--- src/rtl/mxs_pkg.sv ---
// constants, state and register types for the mxibus slave bridge
// assumes a 10 MHz ref_clk_i and active-low open-collector bus pins
package mxs_pkg;
  typedef enum logic [2:0] {
    S_IDLE, S_SKIP, S_WDS, S_PASS, S_ARB, S_VRUN, S_ACK
  } mxs_state_t;

  localparam int CLK_HZ = 10000000;
  localparam int FIFO_W = 32;
  localparam int FIFO_D = 4;
  localparam logic [8:0] BLK_LIMIT = 9'h100;
  localparam logic [8:0] BLK_RST = 9'h000;
  localparam logic PAR_ODD = 1'h1;
  localparam logic RMW_SEL_RST = 1'h0;
  localparam logic [1:0] SZ_BYTE = 2'h0;
  localparam logic [1:0] SZ_WORD = 2'h1;
  localparam logic [1:0] SZ_LONG = 2'h2;
  localparam logic [1:0] SP_A16 = 2'h2;
  localparam logic [1:0] CFG_TOP = 2'h3;
  localparam logic [4:0] CFG_ID_OFS = 5'h00;
  localparam logic [4:0] CFG_CTL_OFS = 5'h01;
  // arbitrary identification value
  localparam logic [15:0] CFG_ID_VAL = 16'h5a01;

  // supported a16/a24/a32 codes, bit 3 of the vme code dropped
  function automatic logic mxs_am_ok(input logic [4:0] am);
    unique case (am)
      5'h1f, 5'h1e, 5'h1d, 5'h1b, 5'h1a, 5'h19,
      5'h15, 5'h11,
      5'h07, 5'h06, 5'h05, 5'h03, 5'h02, 5'h01: mxs_am_ok = 1'b1;
      default: mxs_am_ok = 1'b0;
    endcase
  endfunction

  typedef struct packed {
    logic [1:0] as_q, ds_q, wr_q, sz_q, par_q, gnt_q, dtk_q, ber_q;
    logic [1:0][4:0] am_q;
    logic [1:0][31:0] ad_q, vd_q;
    logic as_p;
    mxs_state_t st;
    logic [31:0] cnt;
    logic [4:0] am;
    logic [1:0] szc;
    logic wr;
    logic [8:0] blk;
    logic rmw_sel;
    logic [31:0] ad_o;
    logic ad_oe, par_n, par_oe, dtk_n, dtk_oe, ber_n, ber_oe;
    logic breq, vas_n, vlw_n, vwr_n;
    logic [1:0] vds_n;
    logic [31:0] vaddr, vdata;
    logic [5:0] vam;
  } mxs_st_t;

  localparam mxs_st_t ST_RST = '{
    as_q: 2'h3, ds_q: 2'h3, wr_q: 2'h3, gnt_q: 2'h3, dtk_q: 2'h3,
    ber_q: 2'h3, as_p: 1'h1, st: S_IDLE, rmw_sel: RMW_SEL_RST,
    blk: BLK_RST, par_n: 1'h1, dtk_n: 1'h1, ber_n: 1'h1, vas_n: 1'h1,
    vlw_n: 1'h1, vwr_n: 1'h1, vds_n: 2'h3, default: '0};
endpackage

--- src/rtl/mxs_bridge.sv ---
// mxibus slave to vmebus converter: decodes remote cycles, runs vme cycles
// assumes all bus pins are asynchronous and pass two flops before use
`timescale 1ns/10ps
module mxs_bridge (
  // clock and reset
  input wire logic ref_clk_i,
  input wire logic reset_i,
  // mxibus slave pins
  input wire logic mxi_as_n_i,
  input wire logic mxi_ds_n_i,
  input wire logic mxi_wr_n_i,
  input wire logic mxi_size_n_i,
  input wire logic [4:0] mxi_am_i,
  input wire logic [31:0] mxi_ad_i,
  output logic [31:0] mxi_ad_o,
  output logic mxi_ad_oe_o,
  input wire logic mxi_par_n_i,
  output logic mxi_par_n_o,
  output logic mxi_par_oe_o,
  output logic mxi_dtack_n_o,
  output logic mxi_dtack_oe_o,
  output logic mxi_berr_n_o,
  output logic mxi_berr_oe_o,
  // vmebus master pins
  output logic vme_breq_o,
  input wire logic vme_bg_n_i,
  output logic [31:0] vme_addr_o,
  output logic [5:0] vme_am_o,
  output logic [31:0] vme_data_o,
  input wire logic [31:0] vme_data_i,
  output logic vme_as_n_o,
  output logic [1:0] vme_ds_n_o,
  output logic vme_lword_n_o,
  output logic vme_write_n_o,
  input wire logic vme_dtack_n_i,
  input wire logic vme_berr_n_i,
  // window and configuration setup
  input wire logic [3:0] win_en_i,
  input wire logic [3:0][31:0] win_base_i,
  input wire logic [3:0][31:0] win_mask_i,
  input wire logic [3:0][1:0] win_space_i,
  input wire logic [7:0] cfg_la_i,
  // mode select seen by local logic
  output logic rmw_conversion_select_o
);
  mxs_pkg::mxs_st_t st_ff, nxt_st;
  logic as2, ds2, wr2, sz2, par2, gnt2, dtk2, ber2;
  logic [4:0] am2;
  logic [31:0] ad2, vd2, step;
  logic [3:0] hit;
  logic cfg_hit, apar, dpar, blkm, rmw_m, own, as_fall;
  logic f_push, f_pop, f_in_ready, f_out_valid;
  logic [31:0] f_dout;
  logic [1:0] dsel;
  logic [15:0] cfg_rd;
  logic [8:0] blk_next;

  // second sync stage is the only one logic reads
  assign as2 = st_ff.as_q[1];
  assign ds2 = st_ff.ds_q[1];
  assign wr2 = st_ff.wr_q[1];
  assign sz2 = st_ff.sz_q[1];
  assign par2 = st_ff.par_q[1];
  assign gnt2 = st_ff.gnt_q[1];
  assign dtk2 = st_ff.dtk_q[1];
  assign ber2 = st_ff.ber_q[1];
  assign am2 = st_ff.am_q[1];
  assign ad2 = st_ff.ad_q[1];
  assign vd2 = st_ff.vd_q[1];
  assign as_fall = st_ff.as_p && !as2;

  // parity over the synced lines; one parity bit covers all 32
  assign apar = ((^{ad2, ~par2}) == mxs_pkg::PAR_ODD);
  assign dpar = apar;

  // cycle kind from the latched modifier
  assign blkm = (st_ff.am[1:0] == 2'h3);
  assign rmw_m = !blkm && !st_ff.rmw_sel;
  assign own = st_ff.breq && !gnt2;

  // address step follows the transfer width
  always_comb begin
    unique case (st_ff.szc)
      mxs_pkg::SZ_BYTE: step = 32'h1;
      mxs_pkg::SZ_WORD: step = 32'h2;
      default: step = 32'h4;
    endcase
  end
  assign blk_next = st_ff.blk + step[8:0];

  // vme strobes: byte 0 on ds1, byte 1 on ds0, big-endian lanes
  always_comb begin
    if (st_ff.szc == mxs_pkg::SZ_BYTE) begin
      dsel = st_ff.cnt[0] ? 2'h2 : 2'h1;
    end else begin
      dsel = 2'h0;
    end
  end

  // window decode runs on the counter, so mid-block entry is seen
  genvar gi;
  generate
    for (gi = 0; gi < 4; gi++) begin : g_win
      mxs_win u_win (
        .addr_i(st_ff.cnt),
        .space_i(st_ff.am[4:3]),
        .en_i(win_en_i[gi]),
        .base_i(win_base_i[gi]),
        .mask_i(win_mask_i[gi]),
        .wspace_i(win_space_i[gi]),
        .hit_o(hit[gi])
      );
    end
  endgenerate

  // configuration space: a16, top quarter, logical address slot
  assign cfg_hit = (st_ff.am[4:3] == mxs_pkg::SP_A16) &&
                   (st_ff.cnt[15:14] == mxs_pkg::CFG_TOP) &&
                   (st_ff.cnt[13:6] == cfg_la_i);
  always_comb begin
    unique case (st_ff.cnt[5:1])
      mxs_pkg::CFG_ID_OFS: cfg_rd = mxs_pkg::CFG_ID_VAL;
      mxs_pkg::CFG_CTL_OFS: cfg_rd = {own, 14'h0, st_ff.rmw_sel};
      default: cfg_rd = 16'h0;
    endcase
  end

  // write data waits here; a full fifo stalls the mxibus beat
  mxs_fifo #(
    .W(mxs_pkg::FIFO_W),
    .D(mxs_pkg::FIFO_D)
  ) u_fifo (
    .ref_clk_i(ref_clk_i),
    .reset_i(reset_i),
    .in_valid_i(f_push),
    .in_ready_o(f_in_ready),
    .in_data_i(ad2),
    .out_valid_o(f_out_valid),
    .out_ready_i(f_pop),
    .out_data_o(f_dout)
  );

  // main sequencer
  always_comb begin
    nxt_st = st_ff;
    f_push = 1'b0;
    f_pop = 1'b0;
    nxt_st.as_q = {st_ff.as_q[0], mxi_as_n_i};
    nxt_st.ds_q = {st_ff.ds_q[0], mxi_ds_n_i};
    nxt_st.wr_q = {st_ff.wr_q[0], mxi_wr_n_i};
    nxt_st.sz_q = {st_ff.sz_q[0], mxi_size_n_i};
    nxt_st.par_q = {st_ff.par_q[0], mxi_par_n_i};
    nxt_st.gnt_q = {st_ff.gnt_q[0], vme_bg_n_i};
    nxt_st.dtk_q = {st_ff.dtk_q[0], vme_dtack_n_i};
    nxt_st.ber_q = {st_ff.ber_q[0], vme_berr_n_i};
    nxt_st.am_q = {st_ff.am_q[0], mxi_am_i};
    nxt_st.ad_q = {st_ff.ad_q[0], mxi_ad_i};
    nxt_st.vd_q = {st_ff.vd_q[0], vme_data_i};
    nxt_st.as_p = as2;
    unique case (st_ff.st)
      mxs_pkg::S_IDLE: begin
        if (as_fall) begin
          nxt_st.cnt = ad2;
          nxt_st.am = am2;
          if (sz2) begin
            nxt_st.szc = mxs_pkg::SZ_BYTE;
          end else if (ad2[1:0] == 2'h3) begin
            nxt_st.szc = mxs_pkg::SZ_LONG;
          end else begin
            nxt_st.szc = mxs_pkg::SZ_WORD;
          end
          // unknown codes and bad parity are ignored to strobe release
          if (mxs_pkg::mxs_am_ok(am2) && apar) begin
            nxt_st.st = mxs_pkg::S_WDS;
          end else begin
            nxt_st.st = mxs_pkg::S_SKIP;
          end
        end
      end
      mxs_pkg::S_SKIP: begin
        if (as2) begin
          nxt_st.st = mxs_pkg::S_IDLE;
        end
      end
      mxs_pkg::S_WDS: begin
        if (as2) begin
          // strobe released: end any held vme cycle
          nxt_st.vas_n = 1'b1;
          nxt_st.breq = 1'b0;
          nxt_st.blk = mxs_pkg::BLK_RST;
          nxt_st.st = mxs_pkg::S_IDLE;
        end else if (!ds2) begin
          nxt_st.wr = !wr2;
          if (cfg_hit) begin
            nxt_st.st = mxs_pkg::S_ACK;
            if (st_ff.szc == mxs_pkg::SZ_LONG || (!wr2 && !dpar)) begin
              nxt_st.ber_n = 1'b0;
              nxt_st.ber_oe = 1'b1;
            end else begin
              nxt_st.dtk_n = 1'b0;
              nxt_st.dtk_oe = 1'b1;
              if (!wr2) begin
                if (st_ff.cnt[5:1] == mxs_pkg::CFG_CTL_OFS &&
                    (st_ff.szc == mxs_pkg::SZ_WORD || st_ff.cnt[0])) begin
                  nxt_st.rmw_sel = ad2[0];
                end
              end else begin
                nxt_st.ad_o = {16'h0, cfg_rd};
                nxt_st.par_n = ~(mxs_pkg::PAR_ODD ^ (^cfg_rd));
                nxt_st.ad_oe = 1'b1;
                nxt_st.par_oe = 1'b1;
              end
            end
          end else if (|hit) begin
            if (!wr2 && !dpar) begin
              nxt_st.ber_n = 1'b0;
              nxt_st.ber_oe = 1'b1;
              nxt_st.st = mxs_pkg::S_ACK;
            end else if (!wr2) begin
              if (f_in_ready) begin
                f_push = 1'b1;
                nxt_st.st = mxs_pkg::S_ARB;
              end
            end else begin
              nxt_st.st = mxs_pkg::S_ARB;
            end
          end else begin
            nxt_st.st = mxs_pkg::S_PASS;
          end
        end
      end
      mxs_pkg::S_PASS: begin
        // not ours: keep counting, and break any vme block in flight
        nxt_st.vas_n = 1'b1;
        nxt_st.blk = mxs_pkg::BLK_RST;
        if (ds2) begin
          nxt_st.cnt = st_ff.cnt + step;
          nxt_st.st = mxs_pkg::S_WDS;
        end
      end
      mxs_pkg::S_ARB: begin
        nxt_st.breq = 1'b1;
        if (own && (!st_ff.wr || f_out_valid)) begin
          f_pop = st_ff.wr;
          nxt_st.vdata = f_dout;
          nxt_st.vaddr = {st_ff.cnt[31:2],
                          (st_ff.szc == mxs_pkg::SZ_LONG) ?
                          1'b0 : st_ff.cnt[1], 1'b0};
          nxt_st.vam = {st_ff.am[4:3], 1'b1, st_ff.am[2:0]};
          nxt_st.vwr_n = !st_ff.wr;
          nxt_st.vlw_n = (st_ff.szc != mxs_pkg::SZ_LONG);
          nxt_st.vas_n = 1'b0;
          nxt_st.st = mxs_pkg::S_VRUN;
        end
      end
      mxs_pkg::S_VRUN: begin
        // data strobe waits for the last reply to clear through sync
        if (st_ff.vds_n == 2'h3) begin
          if (dtk2 && ber2) begin
            nxt_st.vds_n = dsel;
          end
        end else if (!dtk2 || !ber2) begin
          nxt_st.vds_n = 2'h3;
          nxt_st.st = mxs_pkg::S_ACK;
          if (!ber2) begin
            nxt_st.ber_n = 1'b0;
            nxt_st.ber_oe = 1'b1;
          end else begin
            nxt_st.dtk_n = 1'b0;
            nxt_st.dtk_oe = 1'b1;
          end
          // a bus error carries no data, so the lines stay released
          if (!st_ff.wr && ber2) begin
            nxt_st.ad_o = vd2;
            nxt_st.par_n = ~(mxs_pkg::PAR_ODD ^ (^vd2));
            nxt_st.ad_oe = 1'b1;
            nxt_st.par_oe = 1'b1;
          end
        end
      end
      mxs_pkg::S_ACK: begin
        // hold the answer until the master lets go of the data strobe
        if (ds2) begin
          nxt_st.dtk_n = 1'b1;
          nxt_st.dtk_oe = 1'b0;
          nxt_st.ber_n = 1'b1;
          nxt_st.ber_oe = 1'b0;
          nxt_st.ad_oe = 1'b0;
          nxt_st.par_oe = 1'b0;
          nxt_st.cnt = st_ff.cnt + step;
          nxt_st.st = mxs_pkg::S_WDS;
          if (!st_ff.vas_n) begin
            if (blkm) begin
              if (blk_next >= mxs_pkg::BLK_LIMIT) begin
                nxt_st.vas_n = 1'b1;
                nxt_st.blk = mxs_pkg::BLK_RST;
              end else begin
                nxt_st.blk = blk_next;
              end
            end else if (!rmw_m) begin
              nxt_st.vas_n = 1'b1;
            end
          end
        end
      end
    endcase
  end

  always_ff @(posedge ref_clk_i) begin
    if (reset_i) begin
      st_ff <= mxs_pkg::ST_RST;
    end else begin
      st_ff <= nxt_st;
    end
  end

  // pins straight from the state register
  assign mxi_ad_o = st_ff.ad_o;
  assign mxi_ad_oe_o = st_ff.ad_oe;
  assign mxi_par_n_o = st_ff.par_n;
  assign mxi_par_oe_o = st_ff.par_oe;
  assign mxi_dtack_n_o = st_ff.dtk_n;
  assign mxi_dtack_oe_o = st_ff.dtk_oe;
  assign mxi_berr_n_o = st_ff.ber_n;
  assign mxi_berr_oe_o = st_ff.ber_oe;
  assign vme_breq_o = st_ff.breq;
  assign vme_addr_o = st_ff.vaddr;
  assign vme_am_o = st_ff.vam;
  assign vme_data_o = st_ff.vdata;
  assign vme_as_n_o = st_ff.vas_n;
  assign vme_ds_n_o = st_ff.vds_n;
  assign vme_lword_n_o = st_ff.vlw_n;
  assign vme_write_n_o = st_ff.vwr_n;
  assign rmw_conversion_select_o = st_ff.rmw_sel;
endmodule

--- src/rtl/mxs_win.sv ---
// one inward address window compare
// assumes base/mask/space are steady configuration from the same clock
`timescale 1ns/10ps
module mxs_win (
  // address under test
  input wire logic [31:0] addr_i,
  input wire logic [1:0] space_i,
  // window setup
  input wire logic en_i,
  input wire logic [31:0] base_i,
  input wire logic [31:0] mask_i,
  input wire logic [1:0] wspace_i,
  // result
  output logic hit_o
);
  // combinational so a running block count is judged every cycle
  assign hit_o = en_i && (space_i == wspace_i) &&
                 (((addr_i ^ base_i) & mask_i) == 32'h0);
endmodule

--- src/rtl/mxs_fifo.sv ---
// small write-data fifo with valid/ready on both sides
// assumes one clock; push and pop may occur in the same cycle
`timescale 1ns/10ps
module mxs_fifo #(
  parameter int W = 32,
  parameter int D = 4
) (
  // clock and reset
  input wire logic ref_clk_i,
  input wire logic reset_i,
  // fill side
  input wire logic in_valid_i,
  output logic in_ready_o,
  input wire logic [W-1:0] in_data_i,
  // drain side
  output logic out_valid_o,
  input wire logic out_ready_i,
  output logic [W-1:0] out_data_o
);
  localparam int AW = $clog2(D);
  localparam int CW = $clog2(D + 1);
  typedef struct packed {
    logic [D-1:0][W-1:0] mem;
    logic [AW-1:0] wp, rp;
    logic [CW-1:0] cnt;
  } mxs_fifo_st_t;
  mxs_fifo_st_t st_ff, nxt_st;
  logic push, pop;

  assign in_ready_o = (st_ff.cnt != CW'(D));
  assign out_valid_o = (st_ff.cnt != '0);
  assign out_data_o = st_ff.mem[st_ff.rp];
  assign push = in_valid_i && in_ready_o;
  assign pop = out_ready_i && out_valid_o;

  // pointers wrap; depth is a power of two
  always_comb begin
    nxt_st = st_ff;
    if (push) begin
      nxt_st.mem[st_ff.wp] = in_data_i;
      nxt_st.wp = st_ff.wp + AW'(1);
    end
    if (pop) begin
      nxt_st.rp = st_ff.rp + AW'(1);
    end
    nxt_st.cnt = st_ff.cnt + CW'(push) - CW'(pop);
  end

  always_ff @(posedge ref_clk_i) begin
    if (reset_i) begin
      st_ff <= '0;
    end else begin
      st_ff <= nxt_st;
    end
  end
endmodule

--- config.mk ---
export PLATFORM = sky130hd
export DESIGN_NAME = mxs_bridge
export DESIGN_NICKNAME = d
export VERILOG_FILES = /design/src/rtl/mxs_pkg.sv /design/src/rtl/mxs_bridge.sv /design/src/rtl/mxs_win.sv /design/src/rtl/mxs_fifo.sv
export SDC_FILE = /design/constraint.sdc
export NUM_CORES = 1
export LEC_CHECK = 0
export BUFFER_PORTS_ARGS = -buffer_cell sky130_fd_sc_hd__buf_4
export CAP_MARGIN = 20
export CORE_ASPECT_RATIO = 0.6
export CORE_MARGIN = 3
export CORE_UTILIZATION = 49
export DETAILED_ROUTE_END_ITERATION = 10
export GPL_TIMING_DRIVEN = 0
export PLACE_DENSITY = 0.74
export SLEW_MARGIN = 10
export SYNTH_ARGS = -nofsm -noshare
export SYNTH_HDL_FRONTEND = slang
export SYNTH_SLANG_ARGS = --single-unit
--- constraint.sdc ---
create_clock -name ref_clk_i -period 3.4 [get_ports ref_clk_i]
set_input_delay 0.68 -clock ref_clk_i [delete_from_list [all_inputs] [get_ports ref_clk_i]]
set_output_delay 0.68 -clock ref_clk_i [all_outputs]
set_load 0.005 [all_outputs]
==> results of run 1 <==
[routing by layer]
metal	track usage [%]	vias to the layer above	wire, um
met5	0	-	26
met4	10.8	4	2600
met3	7.28	132	6560
met2	52.8	827	35300
met1	47.1	8851	35200
li1	-	8471	-
[cells by family after synthesis]
| group | Yosys count | synth area share, % |
|---|---|---|
| other | 1 | 0.0181 |
| adders and majority gates | 16 | 1.06 |
| buffers and inverters | 281 | 7.44 |
| muxes | 170 | 10.2 |
| xor gates and xnor gates | 226 | 9.72 |
| DFF | 457 | 44.2 |
| and+or+nand+nor | 769 | 17.5 |
| AOI/OAI and AO/OA | 325 | 9.95 |
[synthesized netlist by cell type (3+ instances only)]
cell type  number
a2111oi_0       3
a211oi_1       10
a21o_1          5
a21oi_1       137
a221oi_1        8
a22o_1          4
a22oi_1        66
a311oi_1       10
a31oi_1        11
a32oi_1         5
and2_1          7
and3_1         10
and4_1          6
buf_1           7
buf_4         105
buf_6          12
clkbuf_1      138
dfxtp_1       457
fa_1            3
ha_1           12
inv_1          18
mux2i_1       137
mux4_2         32
nand2_1       224
nand2_4         4
nand2b_1        9
nand3_1        43
nand4_1        16
nor2_1        234
nor2b_1       151
nor3_1         33
nor3b_1         3
nor4_1          9
o21a_1          3
o21ai_0        35
o21bai_1        4
o22ai_1         6
o31ai_1         3
or2_2          15
xnor2_1        74
xor2_1        149
[worst max-delay path, cell delays in order, from the launching register on]
cell	delay (ns)
dfxtp_1	0.45
clkbuf_4	0.32
xor2_1	0.10
a22oi_1	0.26
nand4_1	0.16
nor2_1	0.34
a32oi_4	0.28
a2111oi_4	0.43
ha_1	0.24
fa_1	0.42
nor2b_1	0.14
[registers in the layout, indices dropped and copies added, names as in the netlist, 2 cells and up, named ones only]
register and count:
vme_data_o 32, u_fifo.st_ff 135, mxi_ad_o 32, vme_am_o 6, ad2 32, vme_addr_o 31
nxt_st 77, vd2 32, vme_ds_n_o 2, st_ff 55, am2 5
[path summary, 6_finish.rpt]
check                           cells after the start  slack [ns]              end
worst max-delay path                               10        0.12  u_fifo.st_ff[1]
worst min-delay path                                2        0.29      nxt_st[308]
worst max register to register                     10        0.12  u_fifo.st_ff[1]
worst min register to register                      1        0.41       st_ff[318]
[cell usage in the layout (no fill, tap or decap), drive strengths merged, types with 5 or more instances in the layout]
cell type	n
buf	600
dfxtp	457
nor2	234
nand2	228
clkbuf	173
nor2b	151
xor2	149
a21oi	137
mux2i	137
xnor2	75
a22oi	66
nand3	43
o21ai	36
nor3	33
mux4	32
inv	21
nand4	16
or2	15
ha	12
a31oi	11
a311oi	10
and3	10
a211oi	10
clkinv	10
nand2b	9
nor4	9
a221oi	8
and2	7
and4	6
o22ai	6
a21o	5
a32oi	5
[layout make-up]
class,count,area share (%)
Antenna cell,1,0.00946
Buffer,243,5.43
Clock buffer,58,4.54
Clock inverter,18,0.785
Inverter,18,0.255
Multi-Input combinational cell,1507,38.2
Sequential cell,457,34.7
Tap cell,560,2.65
Timing Repair Buffer,472,13.4
[per-stage QoR]
stage | hold WS (ns) | utilization, % | total power, uW
detailed placement | 0.396 | 60.7 | 7400
finish | 0.293 | 64.4 | 12200
global route | 0.285 | 64.4 | 12600
CTS | 0.279 | 64.2 | 12200
global placement | 0.397 | 60.7 | 7380
floorplan | 0.389 | - | 6590
[power by group through the flow]
stage	clock network (uW)	registers [uW]	logic [uW]
finish	4880	5630	1720
global route	5170	5640	1820
CTS	4920	5620	1670
detailed placement	0	5700	1700
global placement	0	5690	1680
floorplan	0	5650	942
[timing repair]
action                                  CTS  global route
pin swaps                                 1             2
buffers inserted                          2             1
hold buffers                              0             0
gates resized for setup                  34            37
endpoints found under the setup margin  176           160
==> run_results.csv, run 1 <==
group,metric,value,unit
cts,cts_tree,"yes",
logic_synthesis,synth.top_cell.area_share,44.2,%
worst_setup_path,cp.arrival,3.72,ns
logic_synthesis,netlist_area,0.0207,mm2
sta,tns,0,ns
power,netSwitchingFraction,26.7,%
power,clkPwrFrac,39.9,%
power,p_int,8970,uW
cells_and_area,stdcell_area,0.0265,mm2
sta,tightest_slew,1.01,ns
floorplan,die_area,0.0449,mm2
power,power_frac_comb,14.0,%
cells_and_area,stdcell_count,3334,
power,peakVddDrop,0.368,mV
sta,setup_ws,0.119,ns
cells_and_area,seqCellArea,0.00917,mm2
cts,cts_sinks,457,
worst_setup_path,r2r-start,"st_ff[138]",
cells_and_area,fin_nets,3112,
logic_synthesis,ys_seq_elements,457,
cts,clock_latency,0.57,ns
sta,period_share,96.5,%
logic_synthesis,syn_inst,2245,
place,gp_congestion,1.09,
worst_setup_path,crit_fanout,10,
sta,max_freq,305,MHz
sta,slew_viol_final,0,
logic_synthesis,async_flop_share,0,%
route,remaining_drc_errors,0,
sta,period_needed,3.28,ns
cts,ctsLongestPathBuffers,3,
cells_and_area,area_delta_synth_final,27.7,%
route,routed_wl,79.7,mm
cts,numCtsBuffers,43,
global_routing,grt_pass1_wl,112,mm
logic_synthesis,yosysUniqueCellTypes,63,
cells_and_area,multi_input_comb_area,0.0101,mm2
sta,finalHoldViolations,0,
place,dp.cells,3274,
logic_synthesis,ys_seq_area_share,44.2,%
floorplan,dieHeight,165,um
place,dp_hpwl,63.2,mm
route,drtIter0Drc,1792,
worst_setup_path,critPathRequiredTime,3.84,ns
worst_setup_path,setup.worst_path.start,"st_ff[138]",
place,dpl_cell_area,0.0249,mm2
worst_setup_path,criticalPathCategory,"register to register",
worst_hold_path,hold_start,"vme_berr_n_i",
route,vias,18285,
route,wl_per_cell,23.9,um
sta,fin_skew,0.0183,ns
sta,relSlewSlack,32.7,%
place,dp_slack,-0.993,ns
place,port_buffers,468,
floorplan,initial_core_util,50.4,%
cells_and_area,fill_cells,3480,
global_routing,track_usage,33.8,%
logic_synthesis,synth_flop_cell,"dfxtp_1",
cells_and_area,drive_gt1_share,27.3,%
route,antenna_left,0,
global_routing,antenna_found_initial,3,
power,p_per_area,462,mW/mm2
logic_synthesis,ys_warn_count,0,
floorplan,core.rowCount,57,
power,p_seq_share,46.1,%
worst_setup_path,cp-start-kind,"register",
global_routing,grt_pass1_vias,17469,
global_routing,grt_start_max_net_pins,16,
global_routing,grt_overflow,0,
route,avgViaCountPerCell,5.48,
logic_synthesis,synth.area.top_cells,"dfxtp_1 44%, mux2i_1 6.6%, xor2_1 6.3%",
floorplan,core,0.0411,mm2
route,firstDrtPassIters,6,
outcome,status,"completed",
power,switchingPower,3260,uW
logic_synthesis,synth_area_per_cell,9.23,um2
power,p_leak,0.0121,uW
logic_synthesis,synth_edf_count,0,
cts,cts_htree_levels,2,
run,maxCapViolCount,0,
logic_synthesis,synth_nets,2615,
cts,clk_pin_slew,0.07,ns
worst_hold_path,hold_class,"input pin to register",
logic_synthesis,synth_largest_area_cell,"dfxtp_1",
cts,clock-root-buffer,"clkbuf_16",
sta,final-setup-viol-count,0,
floorplan,ios,471,
floorplan,die_x,271,um
worst_setup_path,endpoint_kind,"register",
(Power assumes the default switching activity.)
==> run 2, diff against run 1 <==
--- a/config.mk
+++ b/config.mk
@@ -7,12 +7,15 @@
 export LEC_CHECK = 0
 export BUFFER_PORTS_ARGS = -buffer_cell sky130_fd_sc_hd__buf_4
 export CAP_MARGIN = 20
+export CELL_PAD_IN_SITES_DETAIL_PLACEMENT = 2
+export CELL_PAD_IN_SITES_GLOBAL_PLACEMENT = 2
 export CORE_ASPECT_RATIO = 0.6
 export CORE_MARGIN = 3
-export CORE_UTILIZATION = 49
+export CORE_UTILIZATION = 30
 export DETAILED_ROUTE_END_ITERATION = 10
 export GPL_TIMING_DRIVEN = 0
-export PLACE_DENSITY = 0.74
+export PLACE_DENSITY = 0.75
+export SETUP_SLACK_MARGIN = 0.2
 export SLEW_MARGIN = 10
 export SYNTH_ARGS = -nofsm -noshare
 export SYNTH_HDL_FRONTEND = slang
==> run 2 against run 1 <==
  * Non-clock buffer count up 51
  * Register-to-register slack worse by 0.09 ns
  * Design area up 6.6%
  * Wire length increased by 26%
  * Critical endpoint is now u_fifo.st_ff[78]
  * Largest cell class unchanged
  * Largest power group unchanged
  * Highest routed layer unchanged
==> run_results.csv, run 2 (synthesis gave the netlist of run 1 again) <==
group,metric,value,unit
cts,clock_latency,0.60,ns
power,peakVddDrop,0.413,mV
cells_and_area,regMostFlops,"u_fifo.st_ff",
route,avgViaCountPerCell,5.07,
worst_setup_path,criticalPathCategory,"register to register",
cells_and_area,fin_nets,3166,
route,antenna_left,0,
floorplan,ios,471,
sta,rsz0062_at_grt,"true",
worst_setup_path,cp.arrival,3.82,ns
floorplan,die_x,345,um
cells_and_area,final_cell_mix,"602 x buf_4, 430 x dfxtp_1, 224 x nor2_1",
cells_and_area,drive_gt1_share,31.6,%
sta,relSlewSlack,24.4,%
route,routed_wl,100,mm
floorplan,core.rowCount,73,
cts,hold_buffers,0,
route,wl_per_cell,26.8,um
cts,clock-root-buffer,"clkbuf_16",
route,remaining_drc_errors,0,
cts,ctsLongestPathBuffers,3,
global_routing,track_usage,25.8,%
place,port_buffers,468,
floorplan,dieHeight,210,um
cts,cts_htree_levels,2,
global_routing,grt_pass1_vias,20477,
cells_and_area,area_delta_synth_final,36.2,%
sta,period_needed,3.37,ns
floorplan,die_area,0.0723,mm2
power,p_leak,0.0125,uW
global_routing,grt_start_max_net_pins,15,
sta,final-setup-viol-count,0,
cts,numCtsBuffers,46,
worst_setup_path,cp-start-kind,"register",
sta,fin_skew,0.0251,ns
route,firstDrtPassIters,6,
sta,tightest_slew,1.13,ns
worst_setup_path,endpoint_kind,"register",
cts,cts_tree,"yes",
power,p_per_area,458,mW/mm2
cells_and_area,stdcell_area,0.0282,mm2
outcome,status,"completed",
cts,clk_pin_slew,0.07,ns
global_routing,grt_overflow,0,
sta,period_share,99.2,%
cells_and_area,layout_commonest_cell,"buf_4",
place,dp_hpwl,76.5,mm
global_routing,antenna_found_initial,5,
cells_and_area,antenna_cells,0,
place,dp_slack,-1.39,ns
place,dpl_cell_area,0.0254,mm2
sta,max_freq,296,MHz
cells_and_area,largest_reg_flops,135,
cells_and_area,fill_cells,7244,
floorplan,initial_core_util,30.8,%
cts,cts_sinks,457,
place,gp_congestion,0.908,
sta,finalHoldViolations,0,
run,maxCapViolCount,0,
worst_setup_path,critPathRequiredTime,3.84,ns
sta,setup_ws,0.0271,ns
global_routing,grt_pass1_wl,140,mm
worst_setup_path,crit_fanout,8,
floorplan,core,0.0673,mm2
worst_hold_path,hold_class,"input pin to register",
route,drtIter0Drc,1393,
route,vias,18942,
sta,slew_viol_final,0,
## run 2: cell types whose count changed in the layout (fill, tap and decap cells not counted), moves of 7 or more
cell       change
mux2i_2       +20
clkbuf_16     +16
buf_6         -11
buf_12        +15
clkbuf_4       +7
buf_4         +26
dfxtp_1       -10
nor2_1         -8
clkbuf_8       +8
mux2i_1       -26
## run 2: cell type report
type / count / area [um2] / area share (%)
sequential: 457 / 9200 / 32.6
timing repair buffer: 503 / 4010 / 14.2
inverter: 18 / 67.6 / 0.239
clock buffer: 67 / 1370 / 4.86
tap: 900 / 1130 / 3.99
clock inverter: 18 / 183 / 0.647
buffer: 263 / 1770 / 6.28
multi-input combinational: 1507 / 10500 / 37.2
## run 2: critical path, stage by stage, from the launching register on
cell and delay, ns:
dfxtp_1 0.57, xnor2_2 0.18, xnor2_2 0.20, xnor2_2 0.28, xnor3_2 0.43, mux2_4 0.36, a2111oi_4 0.19, buf_4 0.20
buf_12 0.16, nand2_8 0.13, clkbuf_16 0.22, mux2i_1 0.20, nor2_1 0.08
## run 2: worst paths after layout
check               start                to  slack (ns)  depth (start not counted)
max reg2reg        ad2[5]  u_fifo.st_ff[78]        0.03                         12
min reg2reg   nxt_st[312]              gnt2        0.41                          1
min          vme_berr_n_i       nxt_st[308]        0.26                          2
max                ad2[5]  u_fifo.st_ff[78]        0.03                         12
## run 2: what timing repair did
action / CTS / global route
cloned: 0 / 12
resized for setup: 128 / 129
setup buffers: 7 / 15
setup endpoints to repair: 199 / 183
endpoints found under the hold margin: 0 / 0
pin swaps: 8 / 17
## run 2: where the power goes
group          internal, uW  total, uW  switching (uW)
combinational           810       1950            1140
clock                  3040       5370            2330
sequential             5480       5590             117
## run 2: through the flow
stage          util, %  cells  setup TNS, ns  total power (uW)  hold WS [ns]
6_report          41.9   3733              0             12900         0.259
4_1_cts           40.6   3706              0             12900         0.227
3_3_place_gp      37.7   3613        -164.70              7450         0.395
3_5_place_dp      37.7   3614        -186.43              7510         0.397
2_1_floorplan        -   2245              0              6590         0.389
5_1_grt           41.9   3733         -0.424             13400         0.246
## run 2: routing by layer
layer	global-route usage (%)	share of wire (%)	vias to the layer above
met1	35.7	46	9650
met3	4.16	5.7	101
met2	42.3	46	629
li1	-	-	8560
met5	0	0.013	-
met4	6.19	2.0	2
==> run 3, diff against run 2 <==
--- a/config.mk
+++ b/config.mk
@@ -11,10 +11,10 @@
 export CELL_PAD_IN_SITES_GLOBAL_PLACEMENT = 2
 export CORE_ASPECT_RATIO = 0.6
 export CORE_MARGIN = 3
-export CORE_UTILIZATION = 30
+export CORE_UTILIZATION = 33
 export DETAILED_ROUTE_END_ITERATION = 10
 export GPL_TIMING_DRIVEN = 0
-export PLACE_DENSITY = 0.75
+export PLACE_DENSITY = 0.79
 export SETUP_SLACK_MARGIN = 0.2
 export SLEW_MARGIN = 10
 export SYNTH_ARGS = -nofsm -noshare
==> constraint.sdc (replaced) <==
create_clock -name ref_clk_i -period 3.3 [get_ports ref_clk_i]
set_input_delay 0.66 -clock ref_clk_i [delete_from_list [all_inputs] [get_ports ref_clk_i]]
set_output_delay 0.66 -clock ref_clk_i [all_outputs]
set_load 0.005 [all_outputs]
==> run 3 against run 2 <==
  * Design area rose by 0.39%
  * Non-clock buffer count up 8
  * Critical endpoint is now u_fifo.st_ff[117]
  * Final cell count shrank 1.8%
  * Fmax is 5.2% higher
  * Sequential share of layout area fell by 0.096 points
  * Largest power group unchanged
  * Clock-buffer cell count is 4 lower
==> run_results.csv, run 3 (synthesis gave the netlist of run 1 again) <==
group,metric,value,unit
sta,finalHoldViolations,0,
cts,cts_htree_levels,2,
route,vias,19069,
route,antenna_left,0,
worst_setup_path,criticalPathCategory,"register to register",
worst_setup_path,endpoint_kind,"register",
cts,cts_tree,"yes",
floorplan,dieHeight,200,um
worst_setup_path,cp-start-kind,"register",
worst_setup_path,max_stage_delay,0.48,ns
place,dp_slack,-1.36,ns
route,wl_per_cell,27.4,um
run,maxCapViolCount,0,
power,total_power,13400,uW
worst_hold_path,hold_class,"input pin to register",
sta,period_needed,3.21,ns
floorplan,core,0.0615,mm2
cts,ctsLongestPathBuffers,3,
route,remaining_drc_errors,0,
floorplan,die_area,0.0659,mm2
floorplan,core.rowCount,70,
cells_and_area,final_cell_mix,"606 x buf_4, 425 x dfxtp_1, 223 x nand2_1, 223 x nor2_1, 146 x nor2b_1",
route,wl_met3,6.45,mm
cts,hold_buffers,0,
worst_setup_path,crit_fanout,8,
global_routing,grt_pass1_vias,20637,
sta,max_freq,312,MHz
sta,period_share,97.2,%
worst_setup_path,cp.arrival,3.68,ns
route,routed_wl,100,mm
cts,clock_latency,0.61,ns
cells_and_area,largest_reg_flops,135,
route,m1WireLength,45.1,mm
sta,tightest_slew,1.22,ns
cts,clk_pin_slew,0.08,ns
sta,relSlewSlack,19.0,%
place,dp.cells,3542,
worst_setup_path,timing.reg2reg.setup_slack,0.09,ns
global_routing,grt_overflow,0,
global_routing,grt_pass1_wl,137,mm
cells_and_area,layout_commonest_cell,"buf_4",
sta,fin_skew,0.0322,ns
worst_setup_path,crit_chain,"buf_12, xor2_2, a22oi_2, nand4_1, buf_6, nor4_4, a32oi_4, a2111oi_4, buf_4, nand2_8, clkbuf_16, mux2i_1, nor2_1",
cells_and_area,regMostFlops,"u_fifo.st_ff",
route,drtIter0Drc,1203,
cells_and_area,fin_nets,3174,
cells_and_area,stdcell_count,3665,
floorplan,initial_core_util,33.7,%
sta,setup_ws,0.0931,ns
cells_and_area,drive_gt1_share,32.6,%
route,firstDrtPassIters,5,
power,p_per_area,472,mW/mm2
route,top_layer,"met4",
sta,rsz0062_at_grt,"true",
route,avgViaCountPerCell,5.20,
power,p_leak,0.0126,uW
global_routing,track_usage,28.2,%
sta,final-setup-viol-count,0,
cells_and_area,area_delta_synth_final,36.7,%
place,gp_congestion,0.924,
place,dp_hpwl,75.1,mm
route,routed-wl-met2,46.5,mm
floorplan,die_x,329,um
sta,fin_hold_ws,0.247,ns
worst_setup_path,critPathRequiredTime,3.78,ns
global_routing,antenna_found_initial,2,
power,peakVddDrop,0.381,mV
cts,numCtsBuffers,46,
sta,slew_viol_final,0,
place,port_buffers,468,
global_routing,grt_start_max_net_pins,16,
outcome,status,"completed",
cts,clock-root-buffer,"clkbuf_16",
cts,cts_sinks,457,
floorplan,ios,471,
worst_setup_path,cpMaxStageDelayCell,"a2111oi_4",
run 3: cell types whose count changed in the layout (fill, tap and decap cells not counted), sizes merged:
cell    previous run  this run
buf              632       644
clkbuf           201       193
clkinv            12         8
diode              0         2
bufinv             3         4
inv               20        21
run 3: worst max-delay path, delay by kind of cell (launching register included):
kind            cells  cell delay [ns]
compound gates      3             0.87
mux                 1             0.21
simple gates        4             0.69
buf+inv             4             0.78
flops               1             0.33
xor+xnor            1             0.15
run 3: power breakdown:
part | switching (uW) | total, uW | internal, uW
clock network | 2410 | 5500 | 3090
registers | 122 | 5770 | 5640
logic | 1200 | 2100 | 897
run 3: worst paths after layout:
path	startpoint	to	depth (start not counted)
worst max-delay path	st_ff[157]	u_fifo.st_ff[117]	13
worst min-delay path	mxi_as_n_i	nxt_st[322]	2
worst max register to register	st_ff[157]	u_fifo.st_ff[117]	13
worst min register to register	nxt_st[308]	ber2	1
run 3: final cells by class:
type                       instances  area, um2
clock inverter                    16        205
fill                            6597      33200
inverter                          18       67.6
antenna                            2       5.00
multi-input combinational       1507      10600
buffer                           262       1870
tap                              828       1040
clock buffer                      63       1310
sequential                       457       9210
timing repair buffer             512       4040
run 3: stage by stage:
| stage | utilization [%] | instance area (um2) | TNS, ns |
|---|---|---|---|
| floorplan | - | 20700 | 0 |
| global placement | 41.1 | 25300 | -173.25 |
| detailed placement | 41.1 | 25300 | -190.00 |
| CTS | 44.6 | 27400 | 0 |
| global route | 46.1 | 28300 | 0 |
| finish | 46.1 | 28300 | 0 |
run 3: what timing repair did:
action                     CTS  global route
hold endpoints to repair     0             0
cloned                       0             9
setup endpoints to repair  221           187
gates resized for setup    160           166
pin swaps                   14            30
setup buffers               13            21
run 3: layer usage:
layer | global-route usage [%] | vias to the layer above
li1 | - | 8573
met1 | 37.8 | 9737
met2 | 45.6 | 629
met3 | 6.96 | 130
met4 | 7.39 | 0
met5 | 0 | -
